File: config.mk
export PLATFORM = sky130hd
export DESIGN_NAME = pll_lock_indicator_config
export DESIGN_NICKNAME = d
export VERILOG_FILES = /design/src/logic/lock_cfg_pkg.sv /design/src/logic/lock_detector.sv /design/src/logic/pll_lock_indicator_config.sv
export SDC_FILE = /design/constraint.sdc
export NUM_CORES = 1
export LEC_CHECK = 0
export BUFFER_PORTS_ARGS = -buffer_cell sky130_fd_sc_hd__buf_4
export CAP_MARGIN = 20
export CORE_UTILIZATION = 56
export CTS_CLUSTER_DIAMETER = 80
export DETAILED_ROUTE_END_ITERATION = 12
export GPL_TIMING_DRIVEN = 0
export PLACE_DENSITY = 0.87
export SLEW_MARGIN = 5
export SYNTH_ARGS = -nofsm -noshare
export SYNTH_HDL_FRONTEND = slang
export SYNTH_SLANG_ARGS = --single-unit
File: constraint.sdc
create_clock -name clk -period 3.2 [get_ports clk]
set_clock_uncertainty 0.05 [all_clocks]
set_input_delay 0.64 -clock clk [delete_from_list [all_inputs] [get_ports clk]]
set_output_delay 0.64 -clock clk [all_outputs]
set_load 0.01 [all_outputs]
File: src/logic/lock_cfg_pkg.sv
package lock_cfg_pkg;
    // ---------------------------------------------------------------
    // Register addresses
    // ---------------------------------------------------------------
    localparam logic [4:0] ADDR_STATUS   = 5'h00;
    localparam logic [4:0] ADDR_ST1      = 5'h01;
    localparam logic [4:0] ADDR_ST2      = 5'h02;
    localparam logic [4:0] ADDR_LOCK_EN  = 5'h03;
    localparam logic [4:0] ADDR_LOCKCFG  = 5'h05;
    localparam logic [4:0] ADDR_OUTCFG   = 5'h0b;
    // ---------------------------------------------------------------
    // Field positions
    // ---------------------------------------------------------------
    localparam int LOCK_FLAG_BIT  = 2;
    localparam int ST1_INV_BIT    = 7;
    localparam int ST2_INV_BIT    = 7;
    localparam int LOCK_EN_BIT    = 3;
    localparam int LOCK_CNT_LSB   = 4;
    localparam int LOCK_WIN_LSB   = 6;
    localparam int OUTTYPE_BIT    = 2;
    // ---------------------------------------------------------------
    // Reset values
    // ---------------------------------------------------------------
    localparam logic       ST1_INV_RST  = 1'h0;
    localparam logic       ST2_INV_RST  = 1'h0;
    localparam logic       LOCK_EN_RST  = 1'h1;
    localparam logic [1:0] LOCK_CNT_RST = 2'h1;
    localparam logic [1:0] LOCK_WIN_RST = 2'h2;
    localparam logic       OUTTYPE_RST  = 1'h0;
    // ---------------------------------------------------------------
    // Lock counts and window times
    // ---------------------------------------------------------------
    localparam logic [11:0] LOCK_COUNT_0 = 12'h020;
    localparam logic [11:0] LOCK_COUNT_1 = 12'h080;
    localparam logic [11:0] LOCK_COUNT_2 = 12'h200;
    localparam logic [11:0] LOCK_COUNT_3 = 12'h800;
    localparam int CLK_PERIOD_PS = 4000;
    localparam int WIN0_NS = 3;
    localparam int WIN1_NS = 10;
    localparam int WIN2_NS = 30;
    localparam int WIN3_NS = 90;
    // All window times round down, never below one cycle
    localparam int WIN0_CYC_RAW = (WIN0_NS * 1000) / CLK_PERIOD_PS;
    localparam int WIN1_CYC_RAW = (WIN1_NS * 1000) / CLK_PERIOD_PS;
    localparam int WIN2_CYC_RAW = (WIN2_NS * 1000) / CLK_PERIOD_PS;
    localparam int WIN3_CYC_RAW = (WIN3_NS * 1000) / CLK_PERIOD_PS;
    localparam logic [7:0] WIN0_CYC = 8'((WIN0_CYC_RAW < 1) ? 1 : WIN0_CYC_RAW);
    localparam logic [7:0] WIN1_CYC = 8'((WIN1_CYC_RAW < 1) ? 1 : WIN1_CYC_RAW);
    localparam logic [7:0] WIN2_CYC = 8'((WIN2_CYC_RAW < 1) ? 1 : WIN2_CYC_RAW);
    localparam logic [7:0] WIN3_CYC = 8'((WIN3_CYC_RAW < 1) ? 1 : WIN3_CYC_RAW);
endpackage

File: src/logic/lock_detector.sv
module lock_detector
    import lock_cfg_pkg::*;
(
    input  wire logic       clk,
    input  wire logic       rst_n,
    input  wire logic       refTick,
    input  wire logic       errValid,
    input  wire logic [7:0] errWidth,
    input  wire logic [1:0] lockCountSel,
    input  wire logic [1:0] lockWindowSel,
    output logic            locked
);
    logic [11:0] target;
    logic [7:0]  window;
    logic [11:0] count_q;
    logic        tooWide;

    // ---------------------------------------------------------------
    // Count and window decode
    // ---------------------------------------------------------------
    always_comb begin
        case (lockCountSel)
            2'h0:    target = LOCK_COUNT_0;
            2'h1:    target = LOCK_COUNT_1;
            2'h2:    target = LOCK_COUNT_2;
            default: target = LOCK_COUNT_3;
        endcase
        case (lockWindowSel)
            2'h0:    window = WIN0_CYC;
            2'h1:    window = WIN1_CYC;
            2'h2:    window = WIN2_CYC;
            default: window = WIN3_CYC;
        endcase
    end

    assign tooWide = errValid && (errWidth > window);

    // ---------------------------------------------------------------
    // Consecutive in-window reference cycles
    // ---------------------------------------------------------------
    always_ff @(posedge clk or negedge rst_n) begin
        if (!rst_n) begin
            count_q <= 12'h000;
            locked  <= 1'b0;
        end else if (tooWide) begin
            count_q <= 12'h000;
            locked  <= 1'b0;
        end else if (refTick) begin
            if (count_q < target) begin
                count_q <= count_q + 12'h001;
            end
            locked <= (count_q + 12'h001 >= target);
        end
    end
endmodule

File: src/logic/pll_lock_indicator_config.sv
// Notes on behaviour
// - First status polarity bit inverts first status output
// - Second status polarity bit inverts second status output
// - Lock count selects 32/128/512/2048 cycles
// - Lock indicator enable, resets to one
// - Lock window selects 3/10/30/90 ns
// - Read-only lock flag, locked and enabled
// - Output type: differential pair or two CMOS
module pll_lock_indicator_config
    import lock_cfg_pkg::*;
(
    input  wire logic       clk,
    input  wire logic       rst_n,
    input  wire logic       regWrite,
    input  wire logic       regRead,
    input  wire logic [4:0] regAddr,
    input  wire logic [7:0] regWdata,
    output logic [7:0]      regRdata_q,
    input  wire logic       refTickPin,
    input  wire logic       errValidPin,
    input  wire logic [7:0] errWidthPin,
    input  wire logic       statusOneSrc,
    input  wire logic       statusTwoSrc,
    output logic            firstStatusOutput_q,
    output logic            secondStatusOutput_q,
    output logic            auxOutputDiff_q,
    output logic            auxOutputCmos_q
);
    logic       statusOneInvert_q;
    logic       statusTwoInvert_q;
    logic       lockIndicatorEnable_q;
    logic [1:0] lockCountSelect_q;
    logic [1:0] lockWindowSelect_q;
    logic       auxOutputTypeSelect_q;
    logic [1:0] tickSync_q;
    logic [1:0] errSync_q;
    logic [7:0] widthSync0_q;
    logic [7:0] widthSync1_q;
    logic [1:0] st1Sync_q;
    logic [1:0] st2Sync_q;
    logic       tickPrev_q;
    logic       errPrev_q;
    logic       locked;
    logic       lockFlag;
    logic       tickEdge;
    logic       errEdge;

    // ---------------------------------------------------------------
    // Reference tick synchroniser and edge detect
    // ---------------------------------------------------------------
    always_ff @(posedge clk or negedge rst_n) begin
        if (!rst_n) begin
            tickSync_q <= 2'h0;
            tickPrev_q <= 1'b0;
        end else begin
            tickSync_q <= {tickSync_q[0], refTickPin};
            tickPrev_q <= tickSync_q[1];
        end
    end

    assign tickEdge = tickSync_q[1] && !tickPrev_q;

    // ---------------------------------------------------------------
    // Error strobe synchroniser and edge detect
    // ---------------------------------------------------------------
    always_ff @(posedge clk or negedge rst_n) begin
        if (!rst_n) begin
            errSync_q <= 2'h0;
            errPrev_q <= 1'b0;
        end else begin
            errSync_q <= {errSync_q[0], errValidPin};
            errPrev_q <= errSync_q[1];
        end
    end

    assign errEdge = errSync_q[1] && !errPrev_q;

    // ---------------------------------------------------------------
    // Error width synchronisers, one pair per bit
    // ---------------------------------------------------------------
    for (genvar i = 0; i < 8; i++) begin : g_width_sync
        always_ff @(posedge clk or negedge rst_n) begin
            if (!rst_n) begin
                widthSync0_q[i] <= 1'b0;
                widthSync1_q[i] <= 1'b0;
            end else begin
                widthSync0_q[i] <= errWidthPin[i];
                widthSync1_q[i] <= widthSync0_q[i];
            end
        end
    end

    // ---------------------------------------------------------------
    // Status source synchronisers
    // ---------------------------------------------------------------
    always_ff @(posedge clk or negedge rst_n) begin
        if (!rst_n) begin
            st1Sync_q <= 2'h0;
        end else begin
            st1Sync_q <= {st1Sync_q[0], statusOneSrc};
        end
    end

    always_ff @(posedge clk or negedge rst_n) begin
        if (!rst_n) begin
            st2Sync_q <= 2'h0;
        end else begin
            st2Sync_q <= {st2Sync_q[0], statusTwoSrc};
        end
    end

    // ---------------------------------------------------------------
    // Register writes, address zero is read-only
    // ---------------------------------------------------------------
    always_ff @(posedge clk or negedge rst_n) begin
        if (!rst_n) begin
            statusOneInvert_q <= ST1_INV_RST;
        end else if (regWrite && regAddr == ADDR_ST1) begin
            statusOneInvert_q <= regWdata[ST1_INV_BIT];
        end
    end

    always_ff @(posedge clk or negedge rst_n) begin
        if (!rst_n) begin
            statusTwoInvert_q <= ST2_INV_RST;
        end else if (regWrite && regAddr == ADDR_ST2) begin
            statusTwoInvert_q <= regWdata[ST2_INV_BIT];
        end
    end

    always_ff @(posedge clk or negedge rst_n) begin
        if (!rst_n) begin
            lockIndicatorEnable_q <= LOCK_EN_RST;
        end else if (regWrite && regAddr == ADDR_LOCK_EN) begin
            lockIndicatorEnable_q <= regWdata[LOCK_EN_BIT];
        end
    end

    always_ff @(posedge clk or negedge rst_n) begin
        if (!rst_n) begin
            lockCountSelect_q <= LOCK_CNT_RST;
        end else if (regWrite && regAddr == ADDR_LOCKCFG) begin
            lockCountSelect_q <= regWdata[LOCK_CNT_LSB +: 2];
        end
    end

    always_ff @(posedge clk or negedge rst_n) begin
        if (!rst_n) begin
            lockWindowSelect_q <= LOCK_WIN_RST;
        end else if (regWrite && regAddr == ADDR_LOCKCFG) begin
            lockWindowSelect_q <= regWdata[LOCK_WIN_LSB +: 2];
        end
    end

    always_ff @(posedge clk or negedge rst_n) begin
        if (!rst_n) begin
            auxOutputTypeSelect_q <= OUTTYPE_RST;
        end else if (regWrite && regAddr == ADDR_OUTCFG) begin
            auxOutputTypeSelect_q <= regWdata[OUTTYPE_BIT];
        end
    end

    // ---------------------------------------------------------------
    // Lock detection
    // ---------------------------------------------------------------
    lock_detector u_detector (
        .clk           (clk),
        .rst_n         (rst_n),
        .refTick       (tickEdge),
        .errValid      (errEdge),
        .errWidth      (widthSync1_q),
        .lockCountSel  (lockCountSelect_q),
        .lockWindowSel (lockWindowSelect_q),
        .locked        (locked)
    );

    assign lockFlag = locked && lockIndicatorEnable_q;

    // ---------------------------------------------------------------
    // Register reads
    // ---------------------------------------------------------------
    always_ff @(posedge clk or negedge rst_n) begin
        if (!rst_n) begin
            regRdata_q <= 8'h00;
        end else if (regRead) begin
            regRdata_q <= 8'h00;
            case (regAddr)
                ADDR_STATUS:  regRdata_q[LOCK_FLAG_BIT] <= lockFlag;
                ADDR_ST1:     regRdata_q[ST1_INV_BIT] <= statusOneInvert_q;
                ADDR_ST2:     regRdata_q[ST2_INV_BIT] <= statusTwoInvert_q;
                ADDR_LOCK_EN: regRdata_q[LOCK_EN_BIT] <= lockIndicatorEnable_q;
                ADDR_LOCKCFG: begin
                    regRdata_q[LOCK_CNT_LSB +: 2] <= lockCountSelect_q;
                    regRdata_q[LOCK_WIN_LSB +: 2] <= lockWindowSelect_q;
                end
                ADDR_OUTCFG:  regRdata_q[OUTTYPE_BIT] <= auxOutputTypeSelect_q;
                default:      regRdata_q <= 8'h00;
            endcase
        end
    end

    // ---------------------------------------------------------------
    // Status pins and output buffer type
    // ---------------------------------------------------------------
    always_ff @(posedge clk or negedge rst_n) begin
        if (!rst_n) begin
            firstStatusOutput_q <= 1'b0;
        end else begin
            firstStatusOutput_q <= st1Sync_q[1] ^ statusOneInvert_q;
        end
    end

    always_ff @(posedge clk or negedge rst_n) begin
        if (!rst_n) begin
            secondStatusOutput_q <= 1'b0;
        end else begin
            secondStatusOutput_q <= st2Sync_q[1] ^ statusTwoInvert_q;
        end
    end

    always_ff @(posedge clk or negedge rst_n) begin
        if (!rst_n) begin
            auxOutputDiff_q <= 1'b0;
        end else begin
            auxOutputDiff_q <= auxOutputTypeSelect_q;
        end
    end

    always_ff @(posedge clk or negedge rst_n) begin
        if (!rst_n) begin
            auxOutputCmos_q <= 1'b1;
        end else begin
            auxOutputCmos_q <= !auxOutputTypeSelect_q;
        end
    end
endmodule

# Yosys cells after proc, flatten, opt, wreduce, memory -nomap -nowiden
# Cells that the tools add are included.
dict set report op_classes {
  addsub 1
  order_cmp 3
  n_eq_ne 9
  n_mux 11
  bitwise 2
  n_reduce_logical 18
}
# op n
set op_table {}
lappend op_table {{12-bit 2-to-1 mux} 3}
lappend op_table {{12-bit one-hot mux with 3 select lines} 1}
lappend op_table {{5-bit one-hot mux with 3 select lines} 1}
lappend op_table {{12-bit by 1-bit adder with 12-bit output, second input constant} 1}
lappend op_table {{12-bit >= comparator} 1}
lappend op_table {{12-bit < comparator} 1}
lappend op_table {{5-bit by 2-bit equality test with 1-bit output, second input constant} 2}
lappend op_table {{1-bit logical AND} 9}
lappend op_table {{8-bit by 5-bit greater-than comparator with 1-bit output} 1}
lappend op_table {{5-bit by 1-bit equality test with 1-bit output, second input constant} 1}
lappend op_table {{5-bit by 3-bit equality test with 1-bit output, second input constant} 1}
lappend op_table {{5-bit by 4-bit equality test with 1-bit output, second input constant} 1}
lappend op_table {{5-bit logical NOT} 1}
lappend op_table {{2-bit by 1-bit equality test with 1-bit output, second input constant} 2}
lappend op_table {{2-bit equality test, second input constant} 2}
lappend op_table {{2-bit logical NOT} 2}
lappend op_table {{2-bit nonzero test} 2}
lappend op_table {{1-bit logical NOT} 3}
lappend op_table {{1-bit 2-to-1 mux} 3}
lappend op_table {{3-bit 2-to-1 mux} 1}
lappend op_table {{1-bit one-hot mux with 3 select lines} 1}
lappend op_table {{1-bit one-hot mux with 2 select lines} 1}
lappend op_table {{2-bit AND reduction} 1}
lappend op_table {{1-bit bitwise XOR} 2}
dict set report word_totals {
  ff_bits 57
  inputBits 29
  elab_cells 79
}

# Logic depth before layout (Yosys ltp)
dict set report depth {
  ltp_word 6
  mapped_depth 10
}

# Modules after synthesis
# From an unflattened synthesis, not the netlist that was laid out.
dict set report hier_totals {
  hier_cells 233
  hier_area_um2 2698.8
}
# module n_inst cells_each area_per_inst_um2 seq_area_each_um2
set modules_own_cells {}
lappend modules_own_cells {pll_lock_indicator_config 1 92 1458.9 1106.1}
lappend modules_own_cells {lock_detector 1 141 1239.9 325.3}

# Least setup slack after synthesis
# No wires, ideal clock.
dict set report synth_timing {
  path_type {reg2reg}
  from {register u_detector.count_q[2]}
  to {register u_detector.locked}
  arrival_time_ps 2090
  slack_ps 961
  stages_incl_launch_ff 11
  path_cell_list {dfrtp_1 > and3_1 > nand4_1 > nor2_1 > nand3_1 > xnor2_1 > ha_1 > nand3_1 > a31oi_1 > o22ai_1 > a311oi_1}
}
dict set report synth_between {
  elab_chain_cells 4
}
# element line_no
set synth_rtl {}
lappend synth_rtl {{start, declared} lock_detector.sv:15} ;# logic [11:0] count_q;
lappend synth_rtl {{start signal, assigned} lock_detector.sv:50} ;# count_q <= count_q + 12'h001;
lappend synth_rtl {{12-bit by 1-bit adder with 12-bit output} lock_detector.sv:52} ;# locked <= (count_q + 12'h001 >= target);
lappend synth_rtl {{12-bit >= comparator} lock_detector.sv:52}
lappend synth_rtl {{1-bit 2-to-1 mux} lock_detector.sv:48} ;# end else if (refTick) begin
lappend synth_rtl {{1-bit 2-to-1 mux} lock_detector.sv:45} ;# end else if (tooWide) begin
lappend synth_rtl {{end signal, assigned} lock_detector.sv:52}
lappend synth_rtl {{end, declared} lock_detector.sv:11} ;# output logic locked
# Every way passes these cells. The select of a mux whose other input is x is not followed.
# A chain may end at the register's enable or synchronous reset.

# Worst setup path in the final report
dict set report layout_timing {
  from {register u_detector.count_q[3]}
  to {register u_detector.locked}
}
# Same word-level chain as after synthesis.

==> impl_metrics.toml <==
[floorplan]
ios = 41
die_y_um = 69.9
fp.coreArea_mm2 = 0.00438
die_w_um = 69.9
fp.dieArea_mm2 = 0.00488
row_count = 24
initial_core_util_pct = 58.9

[sta]
rsz0062_at_grt = "false"
tightest_slew_ps = 664
report.final.slew_viol_count = 0
clock.fmax_mhz = 389
period_share_pct = 80.3
hold_violations = 0
slew_headroom_pct = 55.8
fin_crit_ps = 2570
setup-tns-final_ps = 0
setup_viol = 0

[placed_design]
gp_congestion = 0.879
io_buffer_count = 36
placed_area_mm2 = 0.00292
post-dp-hpwl_um = 3280
placed_cells = 316

[logic_synthesis]
yosysTopAreaCellShare_pct = 51.4
synthesis.area_mm2 = 0.00258
yosysWarnings = 0
synthCells = 227
synth-seq-area-share_pct = 55.5
synth_area_leaders = "dfrtp_1, ha_1, xnor2_1, dfstp_2, nor2_1"
synth_edf_count = 0
synth.largest_area_cell = "dfrtp_1"
async_reset_ff_share_pct = 100
yosys_register_bits = 57
ys_types = 51
yosys_most_used_dff = "dfrtp_1"
avgSynthCellArea_um2 = 11.4

[clock_network]
clkLatencyLatePin_ps = 340
cts_tree = "built"
cts_sinks = 57
htreeDepth = 3
cts_root_buf = "clkbuf_8"
post_cts_resized = 0
clockBufferDepth = 2
clk_pin_slew_ps = 70
post_cts_buffers = 0
cts_made_buffers = 9
hold_buffers = 0

[route]
drc = 0
ant_nets = 0
wirelength_um = 4630
first_pass_iters = 4
vias_per_cell = 5.49
routed-via-count = 1824
wl_per_cell_um = 13.9
drtIter0Drc = 72

[power_and_ir_drop]
power.total_w = 0.00175
power.density_mw_per_mm2 = 560
ir_drop_v = 0.000429
leakage_nw = 1.40

[cells_and_area]
multi_input_area_mm2 = 0.00107
layout_commonest_cell = "dfrtp_1"
drive_gt1_share_pct = 26.4
areaGrowthSynthToFinish_pct = 20.8
n_fill_cell = 321
design_area_mm2 = 0.00312
final_nets = 316
seq_area_mm2 = 0.00143
layout.cells.non_filler = 332
layout_common_cells = "dfrtp_1, buf_4, nor2_1"
diodes = 0

[critical_path]
reg2regPathDepth = 10
worstPathCellList = "and3_1 -> nand4_1 -> nor2_1 -> nand3_1 -> xnor2_1 -> ha_1 -> nand3_1 -> a31oi_1 -> o22ai_1 -> a311oi_1"
cp_slowest_cell = "dfrtp_1"
cp.arrival_ps = 2760
cp_max_fo = 6
crit_path_start_kind = "flip-flop"
r2r_setup_slack_ps = 630
path_common_cell = "nand3_1"
cp-startpoint = "u_detector.count_q[3]"
slowest_delay_ps = 460
crit_path_end_kind = "flip-flop"
r2r-end = "u_detector.locked"
reg2reg_from = "u_detector.count_q[3]"
crit_path_end = "u_detector.locked"
critPathRequiredTime_ps = 3390
timing_worst_setup_path_type = "flip-flop to flip-flop"

[flow_run]
cap_viol_max_count = 0

[global_route]
grt.total_usage_pct = 22.5
grt_max_degree = 58
grt_pass1_wl_um = 8350
antenna_found_initial = 0
grt_pass1_vias = 1910
grt-ovfl-total = 0

[status]
status = "complete, no violations"

[worst_hold_path]
hold_path_class = "input port to async pin"
-- Yosys cell counts, drive strengths merged, types with 2 or more instances --
cell,instances
dfrtp,53
nor2,24
nand2,16
xnor2,15
ha,12
inv,10
mux2,8
a21oi,7
o21ai,7
a211oi,6
clkbuf,6
nand3,6
nand2b,5
nand4,5
buf,4
dfstp,4
xor2,4
a2111oi,3
nor3,3
or3,3
a311oi,2
nor2b,2
nor4b,2
o22ai,2
or4,2
-- state kept, by name, summed over array words and instances (netlist names), 2 cells and up --
signal / count
u_detector.count_q: 12
widthSync0_q: 8
widthSync1_q: 8
regRdata_q: 6
errSync_q: 2
lockCountSelect_q: 2
lockWindowSelect_q: 2
st1Sync_q: 2
st2Sync_q: 2
tickSync_q: 2
-- how the worst min path moves through the flow --
stage                      end            start  cells after the start
4_1_cts          regRdata_q[3]            rst_n                      1
2_1_floorplan     errSync_q[1]     errSync_q[0]                      0
3_3_place_gp   widthSync1_q[3]  widthSync0_q[3]                      0
5_1_grt        widthSync1_q[3]  widthSync0_q[3]                      0
6_report         regRdata_q[3]            rst_n                      1
3_5_place_dp      st1Sync_q[1]     st1Sync_q[0]                      0
-- where the power goes --
part,leakage (nW),switching (W),total (W),internal [W]
Clock,0.0993,0.000279,0.000658,0.000379
Combinational,0.591,0.000129,0.000246,0.000117
Sequential,0.704,0.0000512,0.000842,0.000790
Total,1.40,0.000460,0.00175,0.00129
-- layout make-up --
| type | instances | share of cell area (%) |
|---|---|---|
| multi-input cells | 151 | 34.3 |
| plain buffers | 10 | 1.52 |
| repair buffers | 36 | 8.67 |
| clock inverters | 5 | 1.81 |
| well taps | 52 | 2.09 |
| flip-flops and latches | 57 | 45.9 |
| clock buffers | 11 | 4.53 |
| inverters | 10 | 1.20 |
-- worst max-delay path: cells and delay by family (launching register included) --
kind                     cells  cell delay [ps]
XOR/XNOR                     1              160
AND/OR/NAND/NOR              5              950
flip-flops                   1              460
adder cells (fa/ha/maj)      1              330
AO/OA/AOI/OAI                3              530
-- metal layers --
layer / up-vias / global-route usage, % / wire length (µm) / share of wire [%]
li1: 887 / - / - / -
met1: 870 / 27.7 / 1960 / 42
met2: 61 / 35.9 / 2310 / 50
met3: 6 / 7.79 / 280 / 6.1
met4: 0 / 10.2 / 72 / 1.6
met5: - / 0 / 0 / 0
-- per-stage QoR --
step / setup slack [ps] / util, % / hold slack, ps
6_report: 630 / 71.1 / 290
5_1_grt: 373 / 71.1 / 307
4_1_cts: 627 / 71.1 / 298
3_5_place_dp: 642 / 66.6 / 285
3_3_place_gp: 674 / 66.6 / 282
2_1_floorplan: 961 / - / 281
-- cell families (layout without fill, tap and decap cells) --
family / count (synthesis) / after routing / share of synthesized area [%]
and+or+nand+nor: 74 / 74 / 15.0
DFF: 57 / 57 / 55.5
AOI/OAI and AO/OA: 35 / 35 / 9.94
buffers and inverters: 20 / 72 / 3.30
xor gates and xnor gates: 19 / 19 / 6.45
adders and majority gates: 12 / 12 / 5.82
muxes: 9 / 9 / 3.88
other: 1 / 2 / 0.145
(Power assumes the default switching activity.)
